[src/prs_pkg.sv]
// Package: constants for the protection reaction sequencer.
// Assumes a 20 MHz sys_clk and a 32-bit AXI4-Lite register bus.
package prs_pkg;

  localparam int CLK_HZ = 20000000;

  // Register byte offsets
  localparam logic [7:0] CTRL_OFS     = 8'h00;
  localparam logic [7:0] RESTART_OFS  = 8'h04;
  localparam logic [7:0] PULSE_OFS    = 8'h08;
  localparam logic [7:0] REACT_OFS    = 8'h0c;
  localparam logic [7:0] STATUS_OFS   = 8'h10;
  localparam logic [7:0] ERRCODE_OFS  = 8'h14;
  localparam logic [7:0] IRQ_STAT_OFS = 8'h18;
  localparam logic [7:0] IRQ_EN_OFS   = 8'h1c;
  localparam logic [7:0] IRQ_CLR_OFS  = 8'h20;

  // Control fields
  localparam int CTRL_DEBUG_BIT = 0;
  localparam int CTRL_PRE_OK_BIT = 1;

  // Fault vector layout
  localparam int NFAULT = 8;
  localparam int FAULT_IN_UV  = 0;
  localparam int FAULT_ADC_WD = 1;
  localparam int FAULT_SUPPLY_UV = 7;

  // Error code per fault: one-hot shifted, input undervoltage = 0040
  localparam logic [15:0] ERR_BASE = 16'h0040;

  // Reactions
  typedef enum logic [1:0] {
    REACT_AUTO, REACT_LATCH, REACT_FAST, REACT_STOP
  } react_t;
  localparam logic [15:0] REACT_RESET = 16'h0000;

  // Timing: restart wait in ms, 400 .. 4000
  localparam int RESTART_MIN_MS  = 400;
  localparam int RESTART_MAX_MS  = 4000;
  localparam int FAST_RESTART_MS = 400;
  localparam logic [15:0] RESTART_RESET_MS = 16'd1200;
  localparam int CYC_PER_MS = CLK_HZ / 1000;
  // Operation cycle in us; gate off within 1/512 of it
  localparam int OP_CYCLE_US = 10000;
  localparam int GATE_OFF_NS = OP_CYCLE_US * 1000 / 512;
  // Scaled in this order so the product stays inside 32 bits
  localparam int GATE_OFF_CYC = GATE_OFF_NS * (CLK_HZ / 1000000) / 1000;
  // Discharge pulse width in cycles
  localparam logic [15:0] PULSE_RESET = 16'd100;

  // Irq bits
  localparam int IRQ_FAULT = 0;
  localparam int IRQ_RUN   = 1;
  localparam int IRQ_LATCH = 2;
  localparam int NIRQ = 3;

  typedef enum logic [3:0] {
    ST_OFF, ST_PRECHECK, ST_STARTUP, ST_REGULATED, ST_SHUTDOWN,
    ST_LATCHED, ST_WAIT, ST_PULSE, ST_RECHARGE, ST_STOP
  } seq_st_t;

  localparam logic [1:0] RESP_OKAY   = 2'b00;
  localparam logic [1:0] RESP_SLVERR = 2'b10;

endpackage

[src/fault_resolver.sv]
// Fault resolver: picks one fault from a vector and gives its reaction and code.
// Assumes fault flags are synchronous to sys_clk.
`timescale 1ns/1ps
module fault_resolver
  import prs_pkg::*;
(
  input  wire logic [NFAULT-1:0]   fault_in,    // Fault flags
  input  wire logic [2*NFAULT-1:0] react_cfg,   // Two reaction bits per fault
  input  wire logic                debug_hold,  // Debug stop option
  output logic                     any_fault,   // Some fault active
  output react_t                   reaction,    // Resolved reaction
  output logic [15:0]              err_code     // Code of chosen fault
);

  react_t react_map [NFAULT];

  genvar g;
  generate
    for (g = 0; g < NFAULT; g++) begin : g_map
      always_comb begin
        if (g == FAULT_ADC_WD)
          react_map[g] = REACT_FAST;
        else if (g == FAULT_IN_UV)
          react_map[g] = REACT_AUTO;
        else
          react_map[g] = react_t'(react_cfg[2*g +: 2]);
      end
    end
  endgenerate

  always_comb begin
    any_fault = |fault_in;
    reaction  = REACT_AUTO;
    err_code  = 16'h0000;
    for (int i = NFAULT - 1; i >= 0; i--) begin
      if (fault_in[i]) begin
        reaction = react_map[i];
        err_code = 16'((32'(ERR_BASE) << i) >> FAULT_IN_UV);
      end
    end
    if (debug_hold && !(fault_in == (NFAULT'(1) << FAULT_SUPPLY_UV))) begin
      reaction = REACT_STOP;
    end
  end

endmodule

[src/protection_reaction_sequencer.sv]
// Protection reaction sequencer with AXI4-Lite register access.
// Assumes fault flags and supply comparators arrive asynchronously.
//
// Summary of operation
// - Gate driver shuts off within 1/512 operation cycle of any protection.
// - Latch reaction holds until supply falls below off threshold.
// - Auto-restart enters power save two for 0.4 s to 4 s wait.
// - Fast auto-restart waits a fixed 0.4 s in power save two.
// - Startup cell keeps supply between low and high levels while reacting, except in stop.
// - Stop reaction never recharges supply; supply loss restarts everything.
// - One discharge pulse of configured width after restart wait.
// - After pulse and recharge, gate is re-enabled for pre-startup check.
// - Check pass leads to startup, regulated; new fault restarts sequence.
// - Debug hold forces stop for all faults except supply lockout.
// - Error code records last fault; 0040 means input undervoltage.
// - Converter watchdog timeout selects fast auto-restart.
//
// The address map and the AXI4-Lite slave port are this design's own decisions.
`timescale 1ns/1ps
module protection_reaction_sequencer
  import prs_pkg::*;
(
  input  wire logic              sys_clk,          // Core clock
  input  wire logic              srst,             // Sync reset, high
  input  wire logic              clk_en,           // Clock enable
  input  wire logic [NFAULT-1:0] fault_in,         // Fault flags, async
  input  wire logic              supply_off_threshold,         // Below off level
  input  wire logic              supply_low_regulation_level,  // Below low level
  input  wire logic              supply_high_regulation_level, // Above high level
  input  wire logic              startup_done,     // Startup phase finished
  output logic                   gate_en,          // Gate driver enable
  output logic                   gate_pulse,       // Discharge pulse on gate
  output logic                   high_voltage_startup_input, // Startup cell on
  output logic                   power_save_level_two, // Power save state
  output logic                   irq,              // Interrupt level
  input  wire logic [7:0]        s_axi_awaddr,     // Write address
  input  wire logic              s_axi_awvalid,    // Write address valid
  output logic                   s_axi_awready,    // Write address ready
  input  wire logic [31:0]       s_axi_wdata,      // Write data
  input  wire logic [3:0]        s_axi_wstrb,      // Write strobes
  input  wire logic              s_axi_wvalid,     // Write data valid
  output logic                   s_axi_wready,     // Write data ready
  output logic [1:0]             s_axi_bresp,      // Write response
  output logic                   s_axi_bvalid,     // Write response valid
  input  wire logic              s_axi_bready,     // Write response ready
  input  wire logic [7:0]        s_axi_araddr,     // Read address
  input  wire logic              s_axi_arvalid,    // Read address valid
  output logic                   s_axi_arready,    // Read address ready
  output logic [31:0]            s_axi_rdata,      // Read data
  output logic [1:0]             s_axi_rresp,      // Read response
  output logic                   s_axi_rvalid,     // Read valid
  input  wire logic              s_axi_rready      // Read ready
);

  // Input synchronisers
  logic [NFAULT+2:0] sync1_r, sync2_r;
  always_ff @(posedge sys_clk) begin
    if (srst) begin
      sync1_r <= '0;
      sync2_r <= '0;
    end else if (clk_en) begin
      sync1_r <= {supply_high_regulation_level, supply_low_regulation_level,
                  supply_off_threshold, fault_in};
      sync2_r <= sync1_r;
    end
  end
  logic [NFAULT-1:0] flt_s;
  logic              off_s, low_s, high_s;
  assign flt_s  = sync2_r[NFAULT-1:0];
  assign off_s  = sync2_r[NFAULT];
  assign low_s  = sync2_r[NFAULT+1];
  assign high_s = sync2_r[NFAULT+2];

  // Registers
  logic [31:0] ctrl_r, ctrl_nxt, wait_ms_r, wait_ms_nxt, pulse_r, pulse_nxt;
  logic [31:0] react_r, react_nxt;
  logic [15:0] err_r, err_nxt;
  logic [NIRQ-1:0] ist_r, ist_nxt, ien_r, ien_nxt;

  // Resolver
  logic        any_fault;
  react_t      reaction;
  logic [15:0] code;
  fault_resolver u_res (
    .fault_in   (flt_s),
    .react_cfg  (react_r[2*NFAULT-1:0]),
    .debug_hold (ctrl_r[CTRL_DEBUG_BIT]),
    .any_fault  (any_fault),
    .reaction   (reaction),
    .err_code   (code)
  );

  // Sequencer state
  seq_st_t     st_r, st_nxt;
  react_t      react_r2, react_nxt2;
  logic [31:0] cnt_r, cnt_nxt;
  logic [15:0] ms_r, ms_nxt;
  logic        hv_r, hv_nxt;
  logic        fault_ev, run_ev, latch_ev;

  always_comb begin
    st_nxt     = st_r;
    react_nxt2 = react_r2;
    cnt_nxt    = cnt_r;
    ms_nxt     = ms_r;
    hv_nxt     = hv_r;
    fault_ev   = 1'b0;
    run_ev     = 1'b0;
    latch_ev   = 1'b0;
    if (low_s)
      hv_nxt = 1'b1;
    else if (high_s)
      hv_nxt = 1'b0;
    unique case (st_r)
      ST_OFF: begin
        hv_nxt = 1'b1;
        if (!off_s && !low_s) st_nxt = ST_PRECHECK;
      end
      ST_PRECHECK: begin
        hv_nxt = 1'b0;
        if (ctrl_r[CTRL_PRE_OK_BIT]) st_nxt = ST_STARTUP;
      end
      ST_STARTUP: begin
        hv_nxt = 1'b0;
        if (startup_done) begin
          st_nxt = ST_REGULATED;
          run_ev = 1'b1;
        end
      end
      ST_REGULATED: hv_nxt = 1'b0;
      ST_SHUTDOWN: begin
        unique case (react_r2)
          REACT_LATCH: begin
            st_nxt   = ST_LATCHED;
            latch_ev = 1'b1;
          end
          REACT_STOP: st_nxt = ST_STOP;
          default: st_nxt = ST_WAIT;
        endcase
        cnt_nxt = '0;
        ms_nxt  = '0;
      end
      ST_LATCHED: ;
      ST_STOP: hv_nxt = 1'b0;
      ST_WAIT: begin
        if (cnt_r == 32'(CYC_PER_MS - 1)) begin
          cnt_nxt = '0;
          ms_nxt  = ms_r + 16'd1;
        end else begin
          cnt_nxt = cnt_r + 32'd1;
        end
        if ((react_r2 == REACT_FAST) ? (ms_r >= 16'(FAST_RESTART_MS))
                                     : (ms_r >= wait_ms_r[15:0])) begin
          st_nxt  = ST_PULSE;
          cnt_nxt = '0;
        end
      end
      ST_PULSE: begin
        cnt_nxt = cnt_r + 32'd1;
        // A zero width still ends after one cycle instead of hanging
        if (cnt_r + 32'd1 >= pulse_r) st_nxt = ST_RECHARGE;
      end
      ST_RECHARGE: begin
        if (!hv_r && !low_s) st_nxt = ST_PRECHECK;
      end
      default: st_nxt = ST_OFF;
    endcase
    if (any_fault && (st_r == ST_PRECHECK || st_r == ST_STARTUP ||
                      st_r == ST_REGULATED)) begin
      st_nxt     = ST_SHUTDOWN;
      react_nxt2 = reaction;
      fault_ev   = 1'b1;
    end
    if (off_s) begin
      st_nxt = ST_OFF;
      hv_nxt = (st_r != ST_STOP) && (st_r != ST_OFF);
    end
    if (st_r == ST_STOP) hv_nxt = 1'b0;
  end

  always_ff @(posedge sys_clk) begin
    if (srst) begin
      st_r     <= ST_OFF;
      react_r2 <= REACT_AUTO;
      cnt_r    <= '0;
      ms_r     <= '0;
      hv_r     <= 1'b0;
    end else if (clk_en) begin
      st_r     <= st_nxt;
      react_r2 <= react_nxt2;
      cnt_r    <= cnt_nxt;
      ms_r     <= ms_nxt;
      hv_r     <= hv_nxt;
    end
  end

  assign gate_en = (st_r == ST_PRECHECK || st_r == ST_STARTUP || st_r == ST_REGULATED)
                   && !any_fault;
  assign gate_pulse = (st_r == ST_PULSE);
  assign high_voltage_startup_input = hv_r;
  assign power_save_level_two = (st_r == ST_WAIT);
  assign irq = |(ist_r & ien_r);

  // AXI4-Lite slave
  logic aw_r, aw_nxt, w_r, w_nxt, b_r, b_nxt, r_r, r_nxt;
  logic [7:0]  awa_r, awa_nxt;
  logic [31:0] wd_r, wd_nxt, rd_r, rd_nxt;
  logic [3:0]  ws_r, ws_nxt;
  logic [1:0]  bresp_r, bresp_nxt, rresp_r, rresp_nxt;
  logic        do_wr;

  function automatic logic [31:0] merge(input logic [31:0] o, input logic [31:0] n,
                                        input logic [3:0] s);
    logic [31:0] m;
    m = o;
    for (int b = 0; b < 4; b++) if (s[b]) m[8*b +: 8] = n[8*b +: 8];
    return m;
  endfunction

  always_comb begin
    aw_nxt = aw_r; w_nxt = w_r; b_nxt = b_r; r_nxt = r_r;
    awa_nxt = awa_r; wd_nxt = wd_r; ws_nxt = ws_r;
    bresp_nxt = bresp_r; rresp_nxt = rresp_r; rd_nxt = rd_r;
    ctrl_nxt = ctrl_r; wait_ms_nxt = wait_ms_r; pulse_nxt = pulse_r;
    react_nxt = react_r; ien_nxt = ien_r; err_nxt = err_r;
    ist_nxt = ist_r;
    do_wr = aw_r && w_r && !b_r;
    if (s_axi_awvalid && s_axi_awready) begin
      aw_nxt = 1'b1; awa_nxt = s_axi_awaddr;
    end
    if (s_axi_wvalid && s_axi_wready) begin
      w_nxt = 1'b1; wd_nxt = s_axi_wdata; ws_nxt = s_axi_wstrb;
    end
    if (do_wr) begin
      aw_nxt = 1'b0; w_nxt = 1'b0; b_nxt = 1'b1; bresp_nxt = RESP_OKAY;
      unique case (awa_r)
        CTRL_OFS:    ctrl_nxt = merge(ctrl_r, wd_r, ws_r);
        RESTART_OFS: begin
          wait_ms_nxt = merge(wait_ms_r, wd_r, ws_r);
          if (wait_ms_nxt < 32'(RESTART_MIN_MS)) wait_ms_nxt = 32'(RESTART_MIN_MS);
          if (wait_ms_nxt > 32'(RESTART_MAX_MS)) wait_ms_nxt = 32'(RESTART_MAX_MS);
        end
        PULSE_OFS:   pulse_nxt = merge(pulse_r, wd_r, ws_r);
        REACT_OFS:   react_nxt = merge(react_r, wd_r, ws_r);
        IRQ_EN_OFS:  ien_nxt = NIRQ'(merge(32'(ien_r), wd_r, ws_r));
        IRQ_CLR_OFS: if (ws_r[0]) ist_nxt = ist_r & ~wd_r[NIRQ-1:0];
        STATUS_OFS, ERRCODE_OFS, IRQ_STAT_OFS: ;
        default:     bresp_nxt = RESP_SLVERR;
      endcase
    end
    if (b_r && s_axi_bready) b_nxt = 1'b0;
    if (s_axi_arvalid && s_axi_arready) begin
      r_nxt = 1'b1; rresp_nxt = RESP_OKAY;
      unique case (s_axi_araddr)
        CTRL_OFS:     rd_nxt = ctrl_r;
        RESTART_OFS:  rd_nxt = wait_ms_r;
        PULSE_OFS:    rd_nxt = pulse_r;
        REACT_OFS:    rd_nxt = react_r;
        STATUS_OFS:   rd_nxt = {26'h0, hv_r, gate_en, st_r};
        ERRCODE_OFS:  rd_nxt = {16'h0, err_r};
        IRQ_STAT_OFS: rd_nxt = 32'(ist_r);
        IRQ_EN_OFS:   rd_nxt = 32'(ien_r);
        IRQ_CLR_OFS:  rd_nxt = 32'h0;
        default: begin
          rd_nxt = 32'h0; rresp_nxt = RESP_SLVERR;
        end
      endcase
    end else if (r_r && s_axi_rready) begin
      r_nxt = 1'b0;
    end
    if (fault_ev) err_nxt = code;
    // Events win over clear
    if (fault_ev) ist_nxt[IRQ_FAULT] = 1'b1;
    if (run_ev)   ist_nxt[IRQ_RUN]   = 1'b1;
    if (latch_ev) ist_nxt[IRQ_LATCH] = 1'b1;
  end

  // Handshakes pause with the clock enable so no transfer is lost
  assign s_axi_awready = clk_en && !aw_r && !b_r;
  assign s_axi_wready  = clk_en && !w_r && !b_r;
  assign s_axi_arready = clk_en && !r_r;
  assign s_axi_bvalid  = clk_en && b_r;
  assign s_axi_bresp   = bresp_r;
  assign s_axi_rvalid  = clk_en && r_r;
  assign s_axi_rdata   = rd_r;
  assign s_axi_rresp   = rresp_r;

  always_ff @(posedge sys_clk) begin
    if (srst) begin
      aw_r <= 1'b0; w_r <= 1'b0; b_r <= 1'b0; r_r <= 1'b0;
      awa_r <= '0; wd_r <= '0; ws_r <= '0; rd_r <= '0;
      bresp_r <= RESP_OKAY; rresp_r <= RESP_OKAY;
      ctrl_r <= '0;
      wait_ms_r <= 32'(RESTART_RESET_MS);
      pulse_r <= 32'(PULSE_RESET);
      react_r <= 32'(REACT_RESET);
      ien_r <= '0; ist_r <= '0; err_r <= '0;
    end else if (clk_en) begin
      aw_r <= aw_nxt; w_r <= w_nxt; b_r <= b_nxt; r_r <= r_nxt;
      awa_r <= awa_nxt; wd_r <= wd_nxt; ws_r <= ws_nxt; rd_r <= rd_nxt;
      bresp_r <= bresp_nxt; rresp_r <= rresp_nxt;
      ctrl_r <= ctrl_nxt; wait_ms_r <= wait_ms_nxt; pulse_r <= pulse_nxt;
      react_r <= react_nxt; ien_r <= ien_nxt; ist_r <= ist_nxt; err_r <= err_nxt;
    end
  end

endmodule

[config.mk]
export PLATFORM = sky130hd
export DESIGN_NAME = protection_reaction_sequencer
export DESIGN_NICKNAME = d
export VERILOG_FILES = /design/src/prs_pkg.sv /design/src/fault_resolver.sv /design/src/protection_reaction_sequencer.sv
export SDC_FILE = /design/constraint.sdc
export NUM_CORES = 1
export LEC_CHECK = 0
export BUFFER_PORTS_ARGS = -buffer_cell sky130_fd_sc_hd__buf_2
export CAP_MARGIN = 20
export CORE_UTILIZATION = 30
export CTS_BUF_LIST = sky130_fd_sc_hd__clkbuf_8
export CTS_CLUSTER_DIAMETER = 200
export DETAILED_ROUTE_END_ITERATION = 16
export GPL_TIMING_DRIVEN = 0
export PLACE_DENSITY_LB_ADDON = 0.05
export SYNTH_ARGS = -nofsm -noshare
export SYNTH_HDL_FRONTEND = slang
export SYNTH_HIERARCHICAL = 1
export SYNTH_SLANG_ARGS = --single-unit
export TNS_END_PERCENT = 10
[constraint.sdc]
create_clock -name sys_clk -period 8.9 [get_ports sys_clk]
set_clock_uncertainty 0.15 [all_clocks]
set_input_delay 1.78 -clock sys_clk [delete_from_list [all_inputs] [get_ports sys_clk]]
set_output_delay 1.78 -clock sys_clk [all_outputs]
set_load 0.01 [all_outputs]
==> flow_summary.toml <==
[power_and_ir_drop]
peakVddDrop_v = 0.000126
power.leakage_nw = 6.61
power.density_nw_per_um2 = 181

[floorplan]
core_um2 = 49100
ios = 118
die_h_um = 225
die_x_um = 225
start_util = 0.305
num_rows = 81
die_area_um2 = 50800

[yosys]
synth_cell_type_count = 86
synth.area.mux_share = 0.0745
synth_top_area_frac = 0.413
yosysWarnings = 6
synth_area_leader_cell = "dfxtp_1"
synth-xor-area-share = 0.0351
synth_edf_count = 0
synth_compound_area_frac = 0.169
netlist_instances = 1790
synth_common_cells = "dfxtp_1 (309), nand2_1 (246), nor2_1 (199), a21oi_1 (150), mux2i_1 (107)"
synthAdderAreaFrac = 0.0426
synth_area_leaders = "dfxtp_1 (41%), mux2i_1 (7.2%), nand2_1 (6.2%)"
synthMostInstantiatedCell = "dfxtp_1"
synth_top_family_by_area = "simple AND/OR/NAND/NOR gates"
ys_seq_area_frac = 0.413
synthSimpleGateAreaFrac = 0.211
syn_area_um2 = 15000
syn_area_per_cell_um2 = 8.37
ys_ff_latch = 309
async_flop_share = 0
ys.flop_type = "dfxtp_1"

[setup_path]
critical_path.cell_chain = "buf_2 > clkbuf_1 > buf_1 > buf_1 > and2_1 > buf_2"
crit_path_max_incr_delay_ns = 0.91
crit_buf_inv = 5
crit_type = "in2out"
critPathSlowestCell = "buf_1"
critPathTopFamily = "buffers and inverters"
setup.worst_path.end_class = "output port"
cp.required_ns = 6.97
startpoint_type = "primary input"
path_max_fanout = 10
critPathArrivalTime_ns = 4.94

[timing]
min_period_ns = 6.87
rsz0062_at_grt = "false"
tns_ns = 0
setup_viol = 0
timing.hold.ws_ns = 0.312
finalMaxSlewViolations = 0
finalHoldViolCount = 0
min_period_over_period = 0.772
max_freq_ghz = 0.145
slew_headroom = 0.188
tightest_slew_ns = 1.21

[finish]
drive_gt1_frac = 0.133
final_area_um2 = 17600
area_growth_pct = 17.2
fin_nets = 2093
post-route-util = 0.358

[route]
detailroute.via_count = 13611
vias_per_cell = 5.09
wirelength_um = 56900
wl_met2_um = 24800
routed.top_layer = "met4"
firstDrtPassIters = 6
ant_nets = 0
wl_met3_um = 3020
post-route-drc-count = 0
wire_per_inst_um = 21.3
drt_iter0_drc = 990
wl_met1_um = 27800

[global_routing]
antenna_found_initial = 2
grt_max_degree = 17
grt_pass1_vias = 12891
grt_pass1_wl_um = 83800
gr-total-overflow = 0
grt.total_usage = 0.223

[clock_network]
cts_buffer_depth = 3
clock_sinks = 309
clk_latency_ns = 0.68
tritoncts = "built"
clkSlewWorstSetupHoldPaths_ns = 0.05
cts_buffers = 57
cts_resized = 0
cts_setup_buffers = 0
cts-root-buf = "clkbuf_8"
htree_num_levels = 2
ctsHoldBuffers = 0

[place]
place.gp.congestion = 0.868
dp_hpwl_um = 43800
placed_area_um2 = 16400
port-buffer-count = 113

[status]
status = "finished, final reports clean"

[flow_run]
max_cap_viol_count = 0

[worst_hold_path]
hp-class = "reg2reg"
worst min-delay path, cell delays in order, from the launching register on:
cell	delay, ns
dfxtp_1	0.31
nand2_1	0.05
a21oi_1	0.05
cell type report:
| class | count | area [µm²] |
|---|---|---|
| antenna | 2 | 5.00 |
| buffer | 121 | 538 |
| clock buffer | 74 | 1020 |
| clock inverter | 25 | 129 |
| fill | 5343 | 31500 |
| inverter | 72 | 270 |
| multi-input combinational | 1296 | 8010 |
| sequential | 309 | 6190 |
| tap | 664 | 831 |
| timing repair buffer | 113 | 566 |
worst paths after layout:
kind	from	end	depth (start not counted)	slack (ns)
worst max-delay path	clk_en	s_axi_bvalid	6	2.03
worst max register to register	cnt_r[0]	st_r[0]	13	4.86
worst min register to register	awa_r[6]	awa_r[6]	2	0.31
worst min-delay path	awa_r[6]	awa_r[6]	2	0.31
where the power goes:
group / total (mW) / switching (mW) / leakage, nW / internal (mW)
combinational: 0.327 / 0.221 / 3.45 / 0.106
sequential: 1.46 / 0.0437 / 2.50 / 1.42
clock: 1.39 / 0.651 / 0.657 / 0.743
flip-flops by register name (all words and copies together) (netlist names), 32 cells and up:
| register | cells |
|---|---|
| ctrl_r | 32 |
| react_r | 32 |
| s_axi_rdata | 32 |
| wd_r | 32 |
| pulse_r | 32 |
| cnt_r | 32 |
| wait_ms_r | 32 |
kinds of logic after synthesis:
| family | Yosys count |
|---|---|
| buf+inv | 193 |
| fa+ha+maj | 51 |
| compound gates | 394 |
| simple gates | 670 |
| xor+xnor | 60 |
| flops | 309 |
| mux | 111 |
| other cells | 2 |
stage by stage:
stage          setup WS, ns  instances  power, mW
2_1_floorplan          3.92       1798       1.67
3_3_place_gp           1.91       2575       1.82
3_5_place_dp           1.97       2575       1.82
4_1_cts                1.97       2674       3.22
5_1_grt                1.97       2674       3.32
6_report               2.03       2676       3.18
placed cells by master (no fill, tap or decap), types with 17 or more instances in the layout:
cell type	Yosys	routed
inv_1	71	86
xnor2_1	36	36
a21oi_1	150	150
clkbuf_1	86	86
mux2i_1	107	107
nor3_1	40	40
nor4_1	22	22
nand3_1	32	32
buf_2	10	123
and3_1	24	24
nand2_1	246	246
ha_1	51	51
nand4_1	17	17
a221oi_1	37	37
nor2_1	199	199
dfxtp_1	309	309
clkbuf_8	0	74
o21ai_0	87	87
xor2_1	24	24
per-layer routing:
| metal | vias up | track usage |
|---|---|---|
| met4 | 0 | 0.0665 |
| li1 | 6669 | - |
| met2 | 358 | 0.340 |
| met5 | - | 0 |
| met3 | 72 | 0.0356 |
| met1 | 6512 | 0.321 |
Power figures use the tool's default switching activity.
